==> config.mk <==
export PLATFORM = sky130hd
export DESIGN_NAME = pdc_port_ctrl
export DESIGN_NICKNAME = d
export VERILOG_FILES = /design/src/pdc_pkg.sv /design/src/pdc_port_ctrl.sv
export SDC_FILE = /design/constraint.sdc
export NUM_CORES = 1
export LEC_CHECK = 0
export ABC_CLOCK_PERIOD_IN_PS = 2760
export BUFFER_PORTS_ARGS = -buffer_cell sky130_fd_sc_hd__buf_2
export CAP_MARGIN = 20
export CORE_MARGIN = 5
export CORE_UTILIZATION = 50
export DETAILED_ROUTE_END_ITERATION = 12
export PLACE_DENSITY = 0.87
export REMOVE_ABC_BUFFERS = 1
export SYNTH_ARGS = -nofsm -noshare
export SYNTH_HDL_FRONTEND = slang
export SYNTH_SLANG_ARGS = --single-unit
export TNS_END_PERCENT = 20
==> constraint.sdc <==
create_clock -name hclk -period 2.76 [get_ports hclk]
set_input_delay 0.138 -clock hclk [delete_from_list [all_inputs] [get_ports hclk]]
set_output_delay 0.138 -clock hclk [all_outputs]
set_load 0.01 [all_outputs]
==> src/pdc_pkg.sv <==
// Purpose: Shared constants and types for the port descriptor control block
// Assumes: 32-bit AHB-Lite register bus, 16-bit descriptor word
// Notes: Register offsets are byte addresses
`default_nettype none
package pdc_pkg;
	// ---------------------------------------------
	// Register map
	// ---------------------------------------------
	localparam logic [7:0] OFS_DESCRIPTOR = 8'h00;
	localparam logic [7:0] OFS_CONTROL = 8'h04;
	localparam logic [7:0] OFS_EVENTS = 8'h08;
	localparam logic [7:0] OFS_IRQ_STATUS = 8'h0c;
	localparam logic [7:0] OFS_IRQ_MASK = 8'h10;
	localparam logic [7:0] OFS_REPORT = 8'h14;
	localparam logic [15:0] RST_DESCRIPTOR = 16'h0000;
	localparam logic [1:0] RST_CONTROL = 2'h0;
	localparam logic [6:0] RST_IRQ_MASK = 7'h00;
	// ---------------------------------------------
	// Field positions
	// ---------------------------------------------
	localparam int CTL_BIG_ENDIAN = 0;
	localparam int CTL_EXT_DIAG = 1;
	localparam logic [2:0] SEL_NONE = 3'h0;
	localparam logic [2:0] SEL_SIX = 3'h6;
	localparam logic [2:0] SEL_SEVEN = 3'h7;
	// ---------------------------------------------
	// Types
	// ---------------------------------------------
	typedef struct packed {
		logic [4:0] spare;
		logic write_always;
		logic source_flag;
		logic sink;
		logic [1:0] clear_pending_event;
		logic queue_attach;
		logic numeric;
		logic force_enable;
		logic [2:0] interrupt_select;
	} pdc_desc_s;
	typedef struct packed {
		logic done;
		logic ok;
		logic recoverable;
	} pdc_xfer_s;
	typedef enum logic [1:0] {
		Q_AREA = 2'b00,
		Q_RX = 2'b01,
		Q_TX0 = 2'b10,
		Q_TX1 = 2'b11
	} pdc_queue_e;
	typedef enum logic [1:0] {
		W_IDLE = 2'b00,
		W_MASK = 2'b01,
		W_DATA = 2'b10,
		W_EMIT = 2'b11
	} pdc_word_e;
endpackage : pdc_pkg
`default_nettype wire

==> src/pdc_port_ctrl.sv <==
// Purpose: Port descriptor control logic with AHB-Lite register access
// Assumes: Transfer, queue, line and memory inputs come from hclk logic
// Notes: Contract
// Contract
// - Select codes one to five raise interrupts
// - Interrupt only on success or recoverable data
// - Select six raises interrupt six
// - Select seven: sink compares, source silent
// - Clear pending event on any transfer
// - Queue attached: clear only when empty; event parameter clears regardless
// - Sink uses receive queue, source transmit
// - No queue: use port data area
// - Numeric flag selects bus byte sequence
// - Big-endian mode ignores numeric flag
// - Swap bytes inside sixteen-bit words only
// - Force disabled: no force table access
// - Force enabled: two reads per word
// - Standard diagnosis: active line, disable supported
// - Extended diagnosis: both lines, no disable
`default_nettype none
module pdc_port_ctrl (
	// Clock and reset
	input wire logic hclk,
	input wire logic hresetn,
	// AHB-Lite slave
	input wire logic hsel,
	input wire logic [31:0] haddr,
	input wire logic [1:0] htrans,
	input wire logic hwrite,
	input wire logic [2:0] hsize,
	input wire logic [31:0] hwdata,
	input wire logic hready,
	output logic [31:0] hrdata,
	output logic hreadyout,
	output logic hresp,
	// Telegram transfer events
	input wire pdc_pkg::pdc_xfer_s xfer,
	input wire logic [1:0] event_announce,
	input wire logic [1:0] event_param_set,
	// Queue levels
	input wire logic rx_queue_empty,
	input wire logic tx_queue0_empty,
	input wire logic tx_queue1_empty,
	output pdc_pkg::pdc_queue_e queue_sel,
	// Data word path
	input wire logic word_valid,
	input wire logic [15:0] word_in,
	output logic word_busy,
	output logic word_out_valid,
	output logic [15:0] word_out,
	// Force table reads
	output logic frc_rd,
	output logic frc_rd_data,
	input wire logic frc_ack,
	input wire logic [15:0] frc_rdata,
	// Line diagnosis
	input wire logic active_line_indicator,
	input wire logic [7:0] line_a_report,
	input wire logic [7:0] line_b_report,
	input wire logic ptd_request,
	output logic port_disabled,
	output logic compare_enable,
	// Interrupt
	output logic irq
);
	pdc_pkg::pdc_desc_s desc;
	logic [1:0] control;
	logic [1:0] event_announced;
	logic [1:0] event_parameter;
	logic [6:0] irq_status;
	logic [6:0] irq_mask;
	logic [15:0] report;
	logic ptd;
	pdc_pkg::pdc_word_e state;
	logic [15:0] word_hold;
	logic [15:0] force_mask;
	logic wr_pend;
	logic [7:0] wr_addr;
	logic rd_req;
	logic wr_req;
	logic [6:0] next_irq_set;
	logic xfer_good;
	logic queue_left;
	logic [15:0] swapped;
	logic [15:0] forced;

	// ---------------------------------------------
	// Helpers
	// ---------------------------------------------
	function automatic logic [6:0] irq_decode(input logic [2:0] sel, input logic is_sink);
		logic [6:0] r;
		r = 7'h00;
		if (sel != pdc_pkg::SEL_NONE) begin
			r[sel - 3'h1] = 1'b1;
		end
		if (sel == pdc_pkg::SEL_SEVEN && !is_sink) begin
			r = 7'h00;
		end
		return r;
	endfunction : irq_decode

	assign rd_req = hsel && hready && htrans[1] && !hwrite;
	assign wr_req = hsel && hready && htrans[1] && hwrite;
	assign xfer_good = xfer.done && (xfer.ok || (xfer.recoverable && desc.write_always));
	assign next_irq_set = xfer_good ? irq_decode(desc.interrupt_select, desc.sink) : 7'h00;
	// Decoded from the descriptor itself, not the registered queue choice
	assign queue_left = desc.sink ? !rx_queue_empty :
		desc.source_flag ? !(tx_queue0_empty && tx_queue1_empty) : 1'b0;
	assign swapped = (desc.numeric && !control[pdc_pkg::CTL_BIG_ENDIAN]) ?
		{word_hold[7:0], word_hold[15:8]} : word_hold;
	assign forced = (swapped & ~force_mask) | (frc_rdata & force_mask);

	// ---------------------------------------------
	// Bus response
	// ---------------------------------------------
	always_ff @(posedge hclk or negedge hresetn) begin
		if (!hresetn) begin
			hreadyout <= 1'b0;
			hresp <= 1'b0;
			wr_pend <= 1'b0;
			wr_addr <= 8'h00;
		end else begin
			hreadyout <= 1'b1;
			hresp <= 1'b0;
			wr_pend <= wr_req;
			if (wr_req) begin
				wr_addr <= haddr[7:0];
			end
		end
	end

	always_ff @(posedge hclk or negedge hresetn) begin
		if (!hresetn) begin
			hrdata <= 32'h0000_0000;
		end else if (rd_req) begin
			case (haddr[7:0])
				pdc_pkg::OFS_DESCRIPTOR: hrdata <= {16'h0000, desc};
				pdc_pkg::OFS_CONTROL: hrdata <= {30'h0000_0000, control};
				pdc_pkg::OFS_EVENTS: hrdata <= {28'h000_0000, event_parameter, event_announced};
				pdc_pkg::OFS_IRQ_STATUS: hrdata <= {25'h000_0000, irq_status};
				pdc_pkg::OFS_IRQ_MASK: hrdata <= {25'h000_0000, irq_mask};
				pdc_pkg::OFS_REPORT: hrdata <= {16'h0000, report};
				default: hrdata <= 32'h0000_0000;
			endcase
		end
	end

	// ---------------------------------------------
	// Software registers
	// ---------------------------------------------
	always_ff @(posedge hclk or negedge hresetn) begin
		if (!hresetn) begin
			desc <= pdc_pkg::RST_DESCRIPTOR;
			control <= pdc_pkg::RST_CONTROL;
			irq_mask <= pdc_pkg::RST_IRQ_MASK;
		end else if (wr_pend) begin
			case (wr_addr)
				pdc_pkg::OFS_DESCRIPTOR: desc <= hwdata[15:0];
				pdc_pkg::OFS_CONTROL: control <= hwdata[1:0];
				pdc_pkg::OFS_IRQ_MASK: irq_mask <= hwdata[6:0];
				default: ;
			endcase
		end
	end

	// ---------------------------------------------
	// Pending events
	// ---------------------------------------------
	always_ff @(posedge hclk or negedge hresetn) begin
		if (!hresetn) begin
			event_announced <= 2'h0;
			event_parameter <= 2'h0;
		end else begin
			for (int i = 0; i < 2; i++) begin
				if (event_announce[i]) begin
					event_announced[i] <= 1'b1;
				end else if (xfer.done && desc.clear_pending_event[i] && !(desc.queue_attach && queue_left)) begin
					event_announced[i] <= 1'b0;
				end
				if (event_param_set[i]) begin
					event_parameter[i] <= 1'b1;
				end else if (xfer.done && desc.clear_pending_event[i]) begin
					event_parameter[i] <= 1'b0;
				end
			end
		end
	end

	// ---------------------------------------------
	// Interrupts
	// ---------------------------------------------
	always_ff @(posedge hclk or negedge hresetn) begin
		if (!hresetn) begin
			irq_status <= 7'h00;
		end else if (rd_req && haddr[7:0] == pdc_pkg::OFS_IRQ_STATUS) begin
			irq_status <= next_irq_set;
		end else begin
			irq_status <= irq_status | next_irq_set;
		end
	end

	always_ff @(posedge hclk or negedge hresetn) begin
		if (!hresetn) begin
			irq <= 1'b0;
			compare_enable <= 1'b0;
		end else begin
			irq <= |(irq_status & irq_mask);
			compare_enable <= (desc.interrupt_select == pdc_pkg::SEL_SEVEN) && desc.sink;
		end
	end

	// ---------------------------------------------
	// Queue selection
	// ---------------------------------------------
	always_ff @(posedge hclk or negedge hresetn) begin
		if (!hresetn) begin
			queue_sel <= pdc_pkg::Q_AREA;
		end else if (!desc.queue_attach) begin
			queue_sel <= pdc_pkg::Q_AREA;
		end else if (desc.sink) begin
			queue_sel <= pdc_pkg::Q_RX;
		end else if (desc.source_flag) begin
			queue_sel <= !tx_queue0_empty ? pdc_pkg::Q_TX0 :
				(!tx_queue1_empty ? pdc_pkg::Q_TX1 : pdc_pkg::Q_TX0);
		end else begin
			queue_sel <= pdc_pkg::Q_AREA;
		end
	end

	// ---------------------------------------------
	// Word path with forcing
	// ---------------------------------------------
	always_ff @(posedge hclk or negedge hresetn) begin
		if (!hresetn) begin
			state <= pdc_pkg::W_IDLE;
			word_hold <= 16'h0000;
			force_mask <= 16'h0000;
			word_out <= 16'h0000;
			word_out_valid <= 1'b0;
			word_busy <= 1'b0;
			frc_rd <= 1'b0;
			frc_rd_data <= 1'b0;
		end else begin
			word_out_valid <= 1'b0;
			case (state)
				pdc_pkg::W_IDLE: begin
					if (word_valid) begin
						word_hold <= word_in;
						word_busy <= 1'b1;
						if (desc.force_enable) begin
							frc_rd <= 1'b1;
							frc_rd_data <= 1'b0;
							state <= pdc_pkg::W_MASK;
						end else begin
							force_mask <= 16'h0000;
							state <= pdc_pkg::W_EMIT;
						end
					end
				end
				pdc_pkg::W_MASK: begin
					if (frc_ack) begin
						force_mask <= frc_rdata;
						frc_rd_data <= 1'b1;
						state <= pdc_pkg::W_DATA;
					end
				end
				pdc_pkg::W_DATA: begin
					if (frc_ack) begin
						frc_rd <= 1'b0;
						frc_rd_data <= 1'b0;
						word_out <= forced;
						word_out_valid <= 1'b1;
						word_busy <= 1'b0;
						state <= pdc_pkg::W_IDLE;
					end
				end
				pdc_pkg::W_EMIT: begin
					word_out <= swapped;
					word_out_valid <= 1'b1;
					word_busy <= 1'b0;
					state <= pdc_pkg::W_IDLE;
				end
				default: state <= pdc_pkg::W_IDLE;
			endcase
		end
	end

	// ---------------------------------------------
	// Line diagnosis report
	// ---------------------------------------------
	always_ff @(posedge hclk or negedge hresetn) begin
		if (!hresetn) begin
			report <= 16'h0000;
			ptd <= 1'b0;
			port_disabled <= 1'b0;
		end else begin
			if (xfer.done) begin
				if (control[pdc_pkg::CTL_EXT_DIAG]) begin
					report <= {line_b_report, line_a_report};
				end else begin
					report <= {8'h00, active_line_indicator ? line_b_report : line_a_report};
				end
				ptd <= ptd_request && !control[pdc_pkg::CTL_EXT_DIAG];
			end
			port_disabled <= ptd && !control[pdc_pkg::CTL_EXT_DIAG];
		end
	end

endmodule : pdc_port_ctrl
`default_nettype wire

=== Word level (Yosys, flattened, before mapping) ===
Index checks and enable logic that the tools add are counted.
W data, S select, Z words.

* Bits in registers: 154
* Input port bits: 136
* Output and inout bits: 59
* Word-level logic and storage cells: 158

* Add/subtract/negate cells: 1
* Magnitude comparators: 2
* Equality and inequality tests: 16
* Mux-type cells: 48
* Bitwise gates (word level): 6
* Reduce and logical (&&, ||, !) cells: 51

{| class="wikitable"
|+ Operator list
! kind !! number
|-
| $mux W16 || 6
|-
| $pmux W16 S6 || 1
|-
| $pmux W16 S2 || 2
|-
| $and A16 B16 Y16 || 2
|-
| $mux W7 || 4
|-
| $eq A8 B5 Y1 const B || 3
|-
| $mux W1 || 21
|-
| $logic_and A1 B1 Y1 || 19
|-
| $eq A8 B3 Y1 const B || 2
|-
| $eq A8 B4 Y1 const B || 2
|-
| $logic_not A8 Y1 || 2
|-
| $not A16 Y16 || 1
|-
| $or A16 B16 Y16 || 1
|-
| $mux W2 || 7
|-
| $reduce_bool A2 Y1 || 7
|-
| $ne A2 B2 Y1 const B || 5
|-
| $reduce_and A2 Y1 || 5
|-
| $reduce_bool A3 Y1 || 3
|-
| $mux W8 || 1
|-
| $pmux W2 S4 || 1
|-
| $reduce_and A4 Y1 || 2
|-
| $and A7 B7 Y7 || 1
|-
| $logic_not A1 Y1 || 7
|-
| $or A7 B7 Y7 || 1
|-
| other kinds (14) || 18
|}

=== Longest topological paths before layout ===
Gate-level depths: netlist of run 1.

* Word-level depth: 10
* Mapped depth: 6

=== Worst setup path after synthesis of run 1 ===
OpenSTA, ideal clock, no wires.

* Path type: reg2reg
* Start: reg wr_addr[5]
* End: reg desc[10] in the netlist's numbering
* Setup time: 0.125 ns
* Arrival time: 1.970 ns
* Data required time: 2.635 ns
* Path slack: 0.665 ns
* Cell stages (with the launch flop): 6
* Clock period less this slack: 2.095 ns
* Cells stage by stage: dfrtp_1 -> or4b_1 -> nor4_2 -> nor3b_4 -> buf_6 -> mux2_2

* Word-level cells in the longest chain between the ends: 2

{| class="wikitable"
|+ Ends and longest elaborated chain
! item !! RTL line !! RTL
|-
| start: declaration || pdc_port_ctrl.sv:78 || <nowiki>logic [7:0] wr_addr;</nowiki>
|-
| start signal: assignment || pdc_port_ctrl.sv:127 || <nowiki>wr_addr <= haddr[7:0];</nowiki>
|-
| $logic_not A8 Y1 || pdc_port_ctrl.sv:157 || <nowiki>case (wr_addr)</nowiki>
|-
| $reduce_and A2 Y1 (no line) || -- ||
|-
| end signal: assignment || pdc_port_ctrl.sv:153 || <nowiki>desc <= pdc_pkg::RST_DESCRIPTOR;</nowiki>
|-
| end signal: assignment || pdc_port_ctrl.sv:158 || <nowiki>pdc_pkg::OFS_DESCRIPTOR: desc <= hwdata[15:0];</nowiki>
|-
| end: declaration || pdc_port_ctrl.sv:66 || <nowiki>pdc_pkg::pdc_desc_s desc;</nowiki>
|}

Every way passes these cells.
A chain may end at the register's enable or synchronous reset.

=== Final worst setup path of run 1 ===
* Start: in haddr[6]
* End: reg hrdata[9]

* Word-level cells in the longest chain between the ends: 2
* Elaborated cells between the ends (all ways): 7
* Classes of those cells: eq/ne: 5; mux: 1; reduce/logical: 1

{| class="wikitable"
|+ Ends and longest elaborated chain
! item !! RTL line !! RTL
|-
| start: declaration || pdc_port_ctrl.sv:27 || <nowiki>input wire logic [31:0] haddr,</nowiki>
|-
| $eq A8 B5 Y1 (tied with other cells) || pdc_port_ctrl.sv:136 || <nowiki>case (haddr[7:0])</nowiki>
|-
| $pmux W16 S6 (*) || pdc_port_ctrl.sv:136 ||
|-
| end signal: assignment || pdc_port_ctrl.sv:137 || <nowiki>pdc_pkg::OFS_DESCRIPTOR: hrdata <= {16'h0000, desc};</nowiki>
|-
| end signal: assignment || pdc_port_ctrl.sv:138 || <nowiki>pdc_pkg::OFS_CONTROL: hrdata <= {30'h0000_0000, control};</nowiki>
|-
| end signal: assignment || pdc_port_ctrl.sv:139 || <nowiki>pdc_pkg::OFS_EVENTS: hrdata <= {28'h000_0000, event_parameter, event_announced};</nowiki>
|-
| end: declaration || pdc_port_ctrl.sv:33 || <nowiki>output logic [31:0] hrdata,</nowiki>
|}

Mark *: on every way between the ends. The rest lies on a longest branch, timed or not.

==> results.json, run 1 <==
{
  "clk_pin_slew_ns": 0.06,
  "ff_latch_area_mm2": 0.003453,
  "final-setup-viol-count": 0,
  "dp_slack_ns": 0.4852,
  "yosysUniqueCellTypes": 48,
  "die_x_um": 122.1,
  "wl_per_cell_um": 18.97,
  "mostFrequentLayoutCell": "dfrtp_1",
  "cts_tree": "yes",
  "dpl_cell_area_mm2": 0.007102,
  "finalHoldViolCount": 0,
  "finalWorstSetupSlack_ns": 0.4280,
  "r2r_slack_ns": 0.47,
  "status": "complete, no violations",
  "overflow": 0,
  "post_synth_instance_area_mm2": 0.006279,
  "final_cell_mix": "dfrtp_1, buf_2, nand2_1, dlygate4sd3_1, mux2_2",
  "path_cells": "dlygate4sd3_1, buf_2, or4_1, or3_1, a21oi_2, a22o_1",
  "io_pins": 195,
  "cts_max_level": 4,
  "irDropWorstVdd_uv": 835.0,
  "first_pass_iters": 5,
  "hold_depth": 3,
  "rsz0062_at_grt": "no",
  "slew_viol_final": 0,
  "routabilityCongestion": 0.8715,
  "critical_path_class": "input port to register",
  "synth-warning-count": 0,
  "multi_input_area_mm2": 0.002587,
  "routed_wl_um": 17610,
  "drc": 0,
  "fin_cells": 928,
  "avgSynthCellArea_um2": 11.54,
  "critPathSlowestCell": "or4_1",
  "finalPower_mw": 7.269,
  "portBuffers": 133,
  "cp.buffers_inverters": 2,
  "cp_max_fo": 12,
  "cp_slowest_stage_delay_ns": 0.62,
  "wl_met1_um": 6855,
  "synth.area.top_cells": "dfrtp_1, mux2_2, a22o_1, mux2i_1, nand2_1",
  "clock_sinks": 138,
  "cap_violations": 0,
  "rr_startpoint": "wr_addr[5]",
  "route.met3.wl_um": 1221,
  "synthArstFlopShare_pct": 100.0,
  "place_inst": 834,
  "seq_area_frac_synth_pct": 55.00,
  "synth_top_cell_area_share_pct": 55.00,
  "r2r-end": "desc[7]",
  "hold_path_class": "input port to register",
  "hold_slack_ns": 0.009331,
  "fmax_mhz": 428.8,
  "clock_latency_ns": 0.42,
  "min_period_over_period_pct": 84.49,
  "initial_core_util_pct": 50.37,
  "die_h_um": 122.1,
  "cp.arrival_ns": 2.68,
  "grt_start_max_net_pins": 62,
  "skew_ns": 0.005455,
  "fillers": 865,
  "power.leakage_nw": 4.037,
  "crit_path_end_kind": "register",
  "p_per_area_mw_per_mm2": 874.7,
  "ctsLongestPathBuffers": 2,
  "vias_per_cell": 5.548,
  "via_count": 5149,
  "hold_start": "line_b_report[7]",
  "drt_iter0_markers": 408,
  "placementRows": 41,
  "ant_nets": 0,
  "path_delay_family": "simple AND/OR/NAND/NOR gates",
  "holdPathEnd": "report[15]",
  "cts_root_buffer": "clkbuf_16",
  "postLayoutCellArea_mm2": 0.008310,
  "worstMarginPinSlew_ns": 0.7200,
  "synth_edf_count": 0,
  "final_core_util_pct": 66.67,
  "hpwlAfterDp_um": 11280,
  "netlist_instances": 544,
  "setup_tns_ns": 0,
  "first_global_vias": 5602,
  "synth-seq-cells": 138,
  "reg2reg_depth": 5,
  "cp.required_ns": 3.11,
  "num_antenna_cells": 0,
  "syn2layout_area_growth_pct": 32.36,
  "grt_usage_pct": 24.75,
  "cp-start-kind": "input port",
  "antenna_found_initial": 0,
  "yosysTopAreaCell": "dfrtp_1",
  "cts_buffers": 17,
  "nets": 884,
  "grt_pass1_wl_um": 28470,
  "relSlewSlack_pct": 52.00,
  "top_layer": "met4",
  "wl_met2_um": 8985,
  "die_area_mm2": 0.01490,
  "period_needed_ns": 2.332,
  "synth-main-ff-cell": "dfrtp_1",
  "fp.coreArea_mm2": 0.01247,
  "layout-drive-gt1-share_pct": 32.14
}
area by class of cell:
type                            count  area share, %
Sequential cell                   138          41.55
Multi-Input combinational cell    361          31.14
Timing Repair Buffer              209          17.07
Clock buffer                       19          5.330
Tap cell                          172          2.590
Clock inverter                     11          1.506
Inverter                           18         0.8130
power by group:
part	total [mW]	switching [mW]	internal [mW]	leakage (nW)
Sequential	3.09	0.490	2.60	1.73
Combinational	1.98	0.974	1.00	2.03
Clock	2.20	0.862	1.34	0.275
Total	7.27	2.33	4.94	4.04
registers in the layout (all words and copies together), names as in the netlist, 7 cells and up:
register    cells
desc           16
report         16
irq_status      7
irq_mask        7
wr_addr         8
hrdata         16
word_hold      16
word_out       16
force_mask     16
synth_stat cells (7+ instances only):
cell type / instances
a21oi_1: 10
a22o_1: 41
a22oi_1: 7
buf_4: 17
clkbuf_1: 20
dfrtp_1: 138
inv_1: 18
mux2_2: 58
mux2i_1: 32
nand2_1: 64
nand3_1: 15
nor2_1: 18
o21ai_0: 37
worst min-delay path, cell delays in order:
cell and delay, ns:
buf_2 0.09, nand3_1 0.06, o21ai_0 0.10
timing repair:
action                    4_1_cts  5_1_grt
gates resized for setup         0        0
hold buffers                   64        0
setup buffers                   0        0
hold endpoints to repair      131        0
kinds of logic after synthesis:
| kind of cell | synth area share, % |
|---|---|
| other | 0.1196 |
| buffers and inverters | 4.802 |
| and+or+nand+nor | 10.02 |
| DFF | 55.00 |
| AOI/OAI and AO/OA | 13.31 |
| adders and majority gates | 0.5979 |
| xor gates and xnor gates | 0.2790 |
| muxes | 15.86 |
how the worst max path moves through the flow:
stage | slack (ns) | endpoint | cells past startpoint | start
final | 0.43 | hrdata[9] | 6 | haddr[6]
after global routing | 0.39 | hrdata[5] | 6 | haddr[7]
after CTS | 0.47 | hrdata[9] | 6 | haddr[7]
after detailed placement | 0.49 | desc[9] | 5 | wr_addr[5]
after global placement | 0.59 | desc[14] | 5 | wr_addr[5]
after floorplan | 0.58 | desc[0] | 4 | wr_addr[5]
layer usage:
layer,up-vias,GRT usage [%]
met5,-,0
li1,2324,-
met2,233,43.99
met1,2535,28.22
met3,57,6.592
met4,0,10.15
Note: power is estimated with default switching activity, not from simulation.
==> run 2, diff against run 1 <==
--- a/config.mk
+++ b/config.mk
@@ -5,7 +5,7 @@
 export SDC_FILE = /design/constraint.sdc
 export NUM_CORES = 1
 export LEC_CHECK = 0
-export ABC_CLOCK_PERIOD_IN_PS = 2760
+export ABC_CLOCK_PERIOD_IN_PS = 2150
 export BUFFER_PORTS_ARGS = -buffer_cell sky130_fd_sc_hd__buf_2
 export CAP_MARGIN = 20
 export CORE_MARGIN = 5
==> constraint.sdc (replaced) <==
create_clock -name hclk -period 2.15 [get_ports hclk]
set_input_delay 0.1075 -clock hclk [delete_from_list [all_inputs] [get_ports hclk]]
set_output_delay 0.1075 -clock hclk [all_outputs]
set_load 0.01 [all_outputs]
==> results.json, run 2 (synthesis gave the netlist of run 1 again) <==
{
  "fillers": 851,
  "clk_pin_slew_ns": 0.06,
  "io_pins": 195,
  "hpwlAfterDp_um": 11450,
  "status": "complete, but fails checks",
  "hold_start": "line_a_report[1]",
  "final-setup-viol-count": 3,
  "die_area_mm2": 0.01490,
  "via_count": 5305,
  "hold_path_class": "input port to register",
  "rr_startpoint": "wr_addr[5]",
  "worstMarginPinSlew_ns": 0.7692,
  "first_pass_iters": 5,
  "cts_buffers": 17,
  "die_x_um": 122.1,
  "postLayoutCellArea_mm2": 0.008551,
  "crit_path_end_kind": "register",
  "die_h_um": 122.1,
  "routed_wl_um": 18210,
  "path_cells": "or4b_4, nor4_4, nor3b_4, buf_6, clkbuf_16, mux2_4",
  "met3_usage_pct": 5.803,
  "grt_pass1_wl_um": 28700,
  "cp_max_fo": 8,
  "drc": 0,
  "ant_nets": 0,
  "grt_start_max_net_pins": 80,
  "violations": "negative setup slack",
  "finalHoldViolCount": 0,
  "critical_path_class": "register to register",
  "cp-start-kind": "register",
  "critical_path.startpoint": "wr_addr[5]",
  "drt_iter0_markers": 431,
  "mostFrequentLayoutCell": "dfrtp_1",
  "rsz0062_at_grt": "yes",
  "vias_per_cell": 5.644,
  "setup_tns_ns": -0.01533,
  "holdPathEnd": "report[1]",
  "fp.coreArea_mm2": 0.01247,
  "grt-busiest-layer": "met2",
  "cp_slowest_stage_delay_ns": 0.55,
  "cts_root_buffer": "clkbuf_16",
  "irDropWorstVdd_uv": 787.7,
  "min_period_over_period_pct": 100.4,
  "placementRows": 41,
  "cp.arrival_ns": 2.45,
  "clock_latency_ns": 0.42,
  "grt_usage_pct": 24.93,
  "cts_tree": "yes",
  "finalWorstSetupSlack_ns": -0.009436,
  "wl_per_cell_um": 19.37,
  "skew_ns": 0.01499,
  "slew_viol_final": 0,
  "final_cell_mix": "dfrtp_1, buf_2, dlygate4sd3_1",
  "cap_violations": 0,
  "fmax_mhz": 463.1,
  "routabilityCongestion": 0.8808,
  "overflow": 0,
  "syn2layout_area_growth_pct": 36.19,
  "cts_max_level": 4,
  "period_needed_ns": 2.159,
  "critPathSlowestCell": "or4b_4",
  "initial_core_util_pct": 50.37,
  "relSlewSlack_pct": 48.72,
  "hold_slack_ns": 0.02240,
  "layout-drive-gt1-share_pct": 32.99,
  "clock_sinks": 138,
  "nets": 895,
  "ctsLongestPathBuffers": 2,
  "first_global_vias": 5578,
  "cp.required_ns": 2.44,
  "p_per_area_mw_per_mm2": 1113,
  "hold_depth": 3,
  "met1_usage_pct": 29.31,
  "portBuffers": 133,
  "met2_usage_pct": 43.34,
  "antenna_found_initial": 0,
  "r2r-end": "desc[10]",
  "dpl_cell_area_mm2": 0.007164,
  "reg2reg_depth": 6,
  "power.leakage_nw": 4.153,
  "r2r_slack_ns": -0.009
}
==> run 2: stage by stage <==
stage	utilization, %	worst slack, ns	cells	power [mW]
2_1_floorplan	-	-0.03000	517	5.402
3_3_place_gp	57.38	0.1310	838	6.184
3_5_place_dp	57.47	0.08602	839	6.397
4_1_cts	67.57	0.03251	936	9.391
5_1_grt	68.57	-0.08722	939	10.02
6_report	68.59	-0.009436	940	9.520
==> run 2: metal layers <==
layer  share of wire (%)  routed length (µm)
met1                  38                6962
met5                   0                   0
met3                 7.7                1411
met2                  51                9322
met4                 2.8                 511
==> run 2: critical path, delay by kind of cell, from the launching register on <==
kind	cells	cell delay [ns]
AND/OR/NAND/NOR	3	1.06
multiplexers	1	0.30
buffers and inverters	2	0.30
flip-flops	1	0.38
==> run 2: worst max-delay path by stage <==
stage | cells after the start | slack [ns] | end
final | 6 | -0.009 | desc[10]
after global routing | 6 | -0.09 | desc[10]
after CTS | 5 | 0.03 | desc[7]
after detailed placement | 5 | 0.09 | desc[7]
after global placement | 5 | 0.13 | desc[7]
after floorplan | 4 | -0.03 | desc[0]
==> run 2: final cells by class <==
type / count / area (µm²) / area share, %
Sequential cell: 138 / 3453 / 40.39
Antenna cell: 1 / 2.502 / 0.02927
Tap cell: 172 / 215.2 / 2.517
Clock buffer: 23 / 498.0 / 5.824
Clock inverter: 7 / 90.09 / 1.054
Inverter: 18 / 67.56 / 0.7902
Multi-Input combinational cell: 361 / 2665 / 31.17
Timing Repair Buffer: 220 / 1559 / 18.23
==> run 2: timing repair <==
| item | in CTS | in global routing |
|---|---|---|
| hold endpoints to repair | 151 | 0 |
| endpoints found under the setup margin | 0 | 23 |
| resized for setup | 0 | 21 |
| hold buffers | 67 | 0 |
| buffers inserted | 0 | 2 |
==> run 2: power by group <==
part | internal, mW | switching [mW] | total, mW
Sequential | 3.34 | 0.633 | 3.97
Clock | 1.84 | 1.05 | 2.89
Combinational | 1.36 | 1.30 | 2.66
Total | 6.54 | 2.98 | 9.52
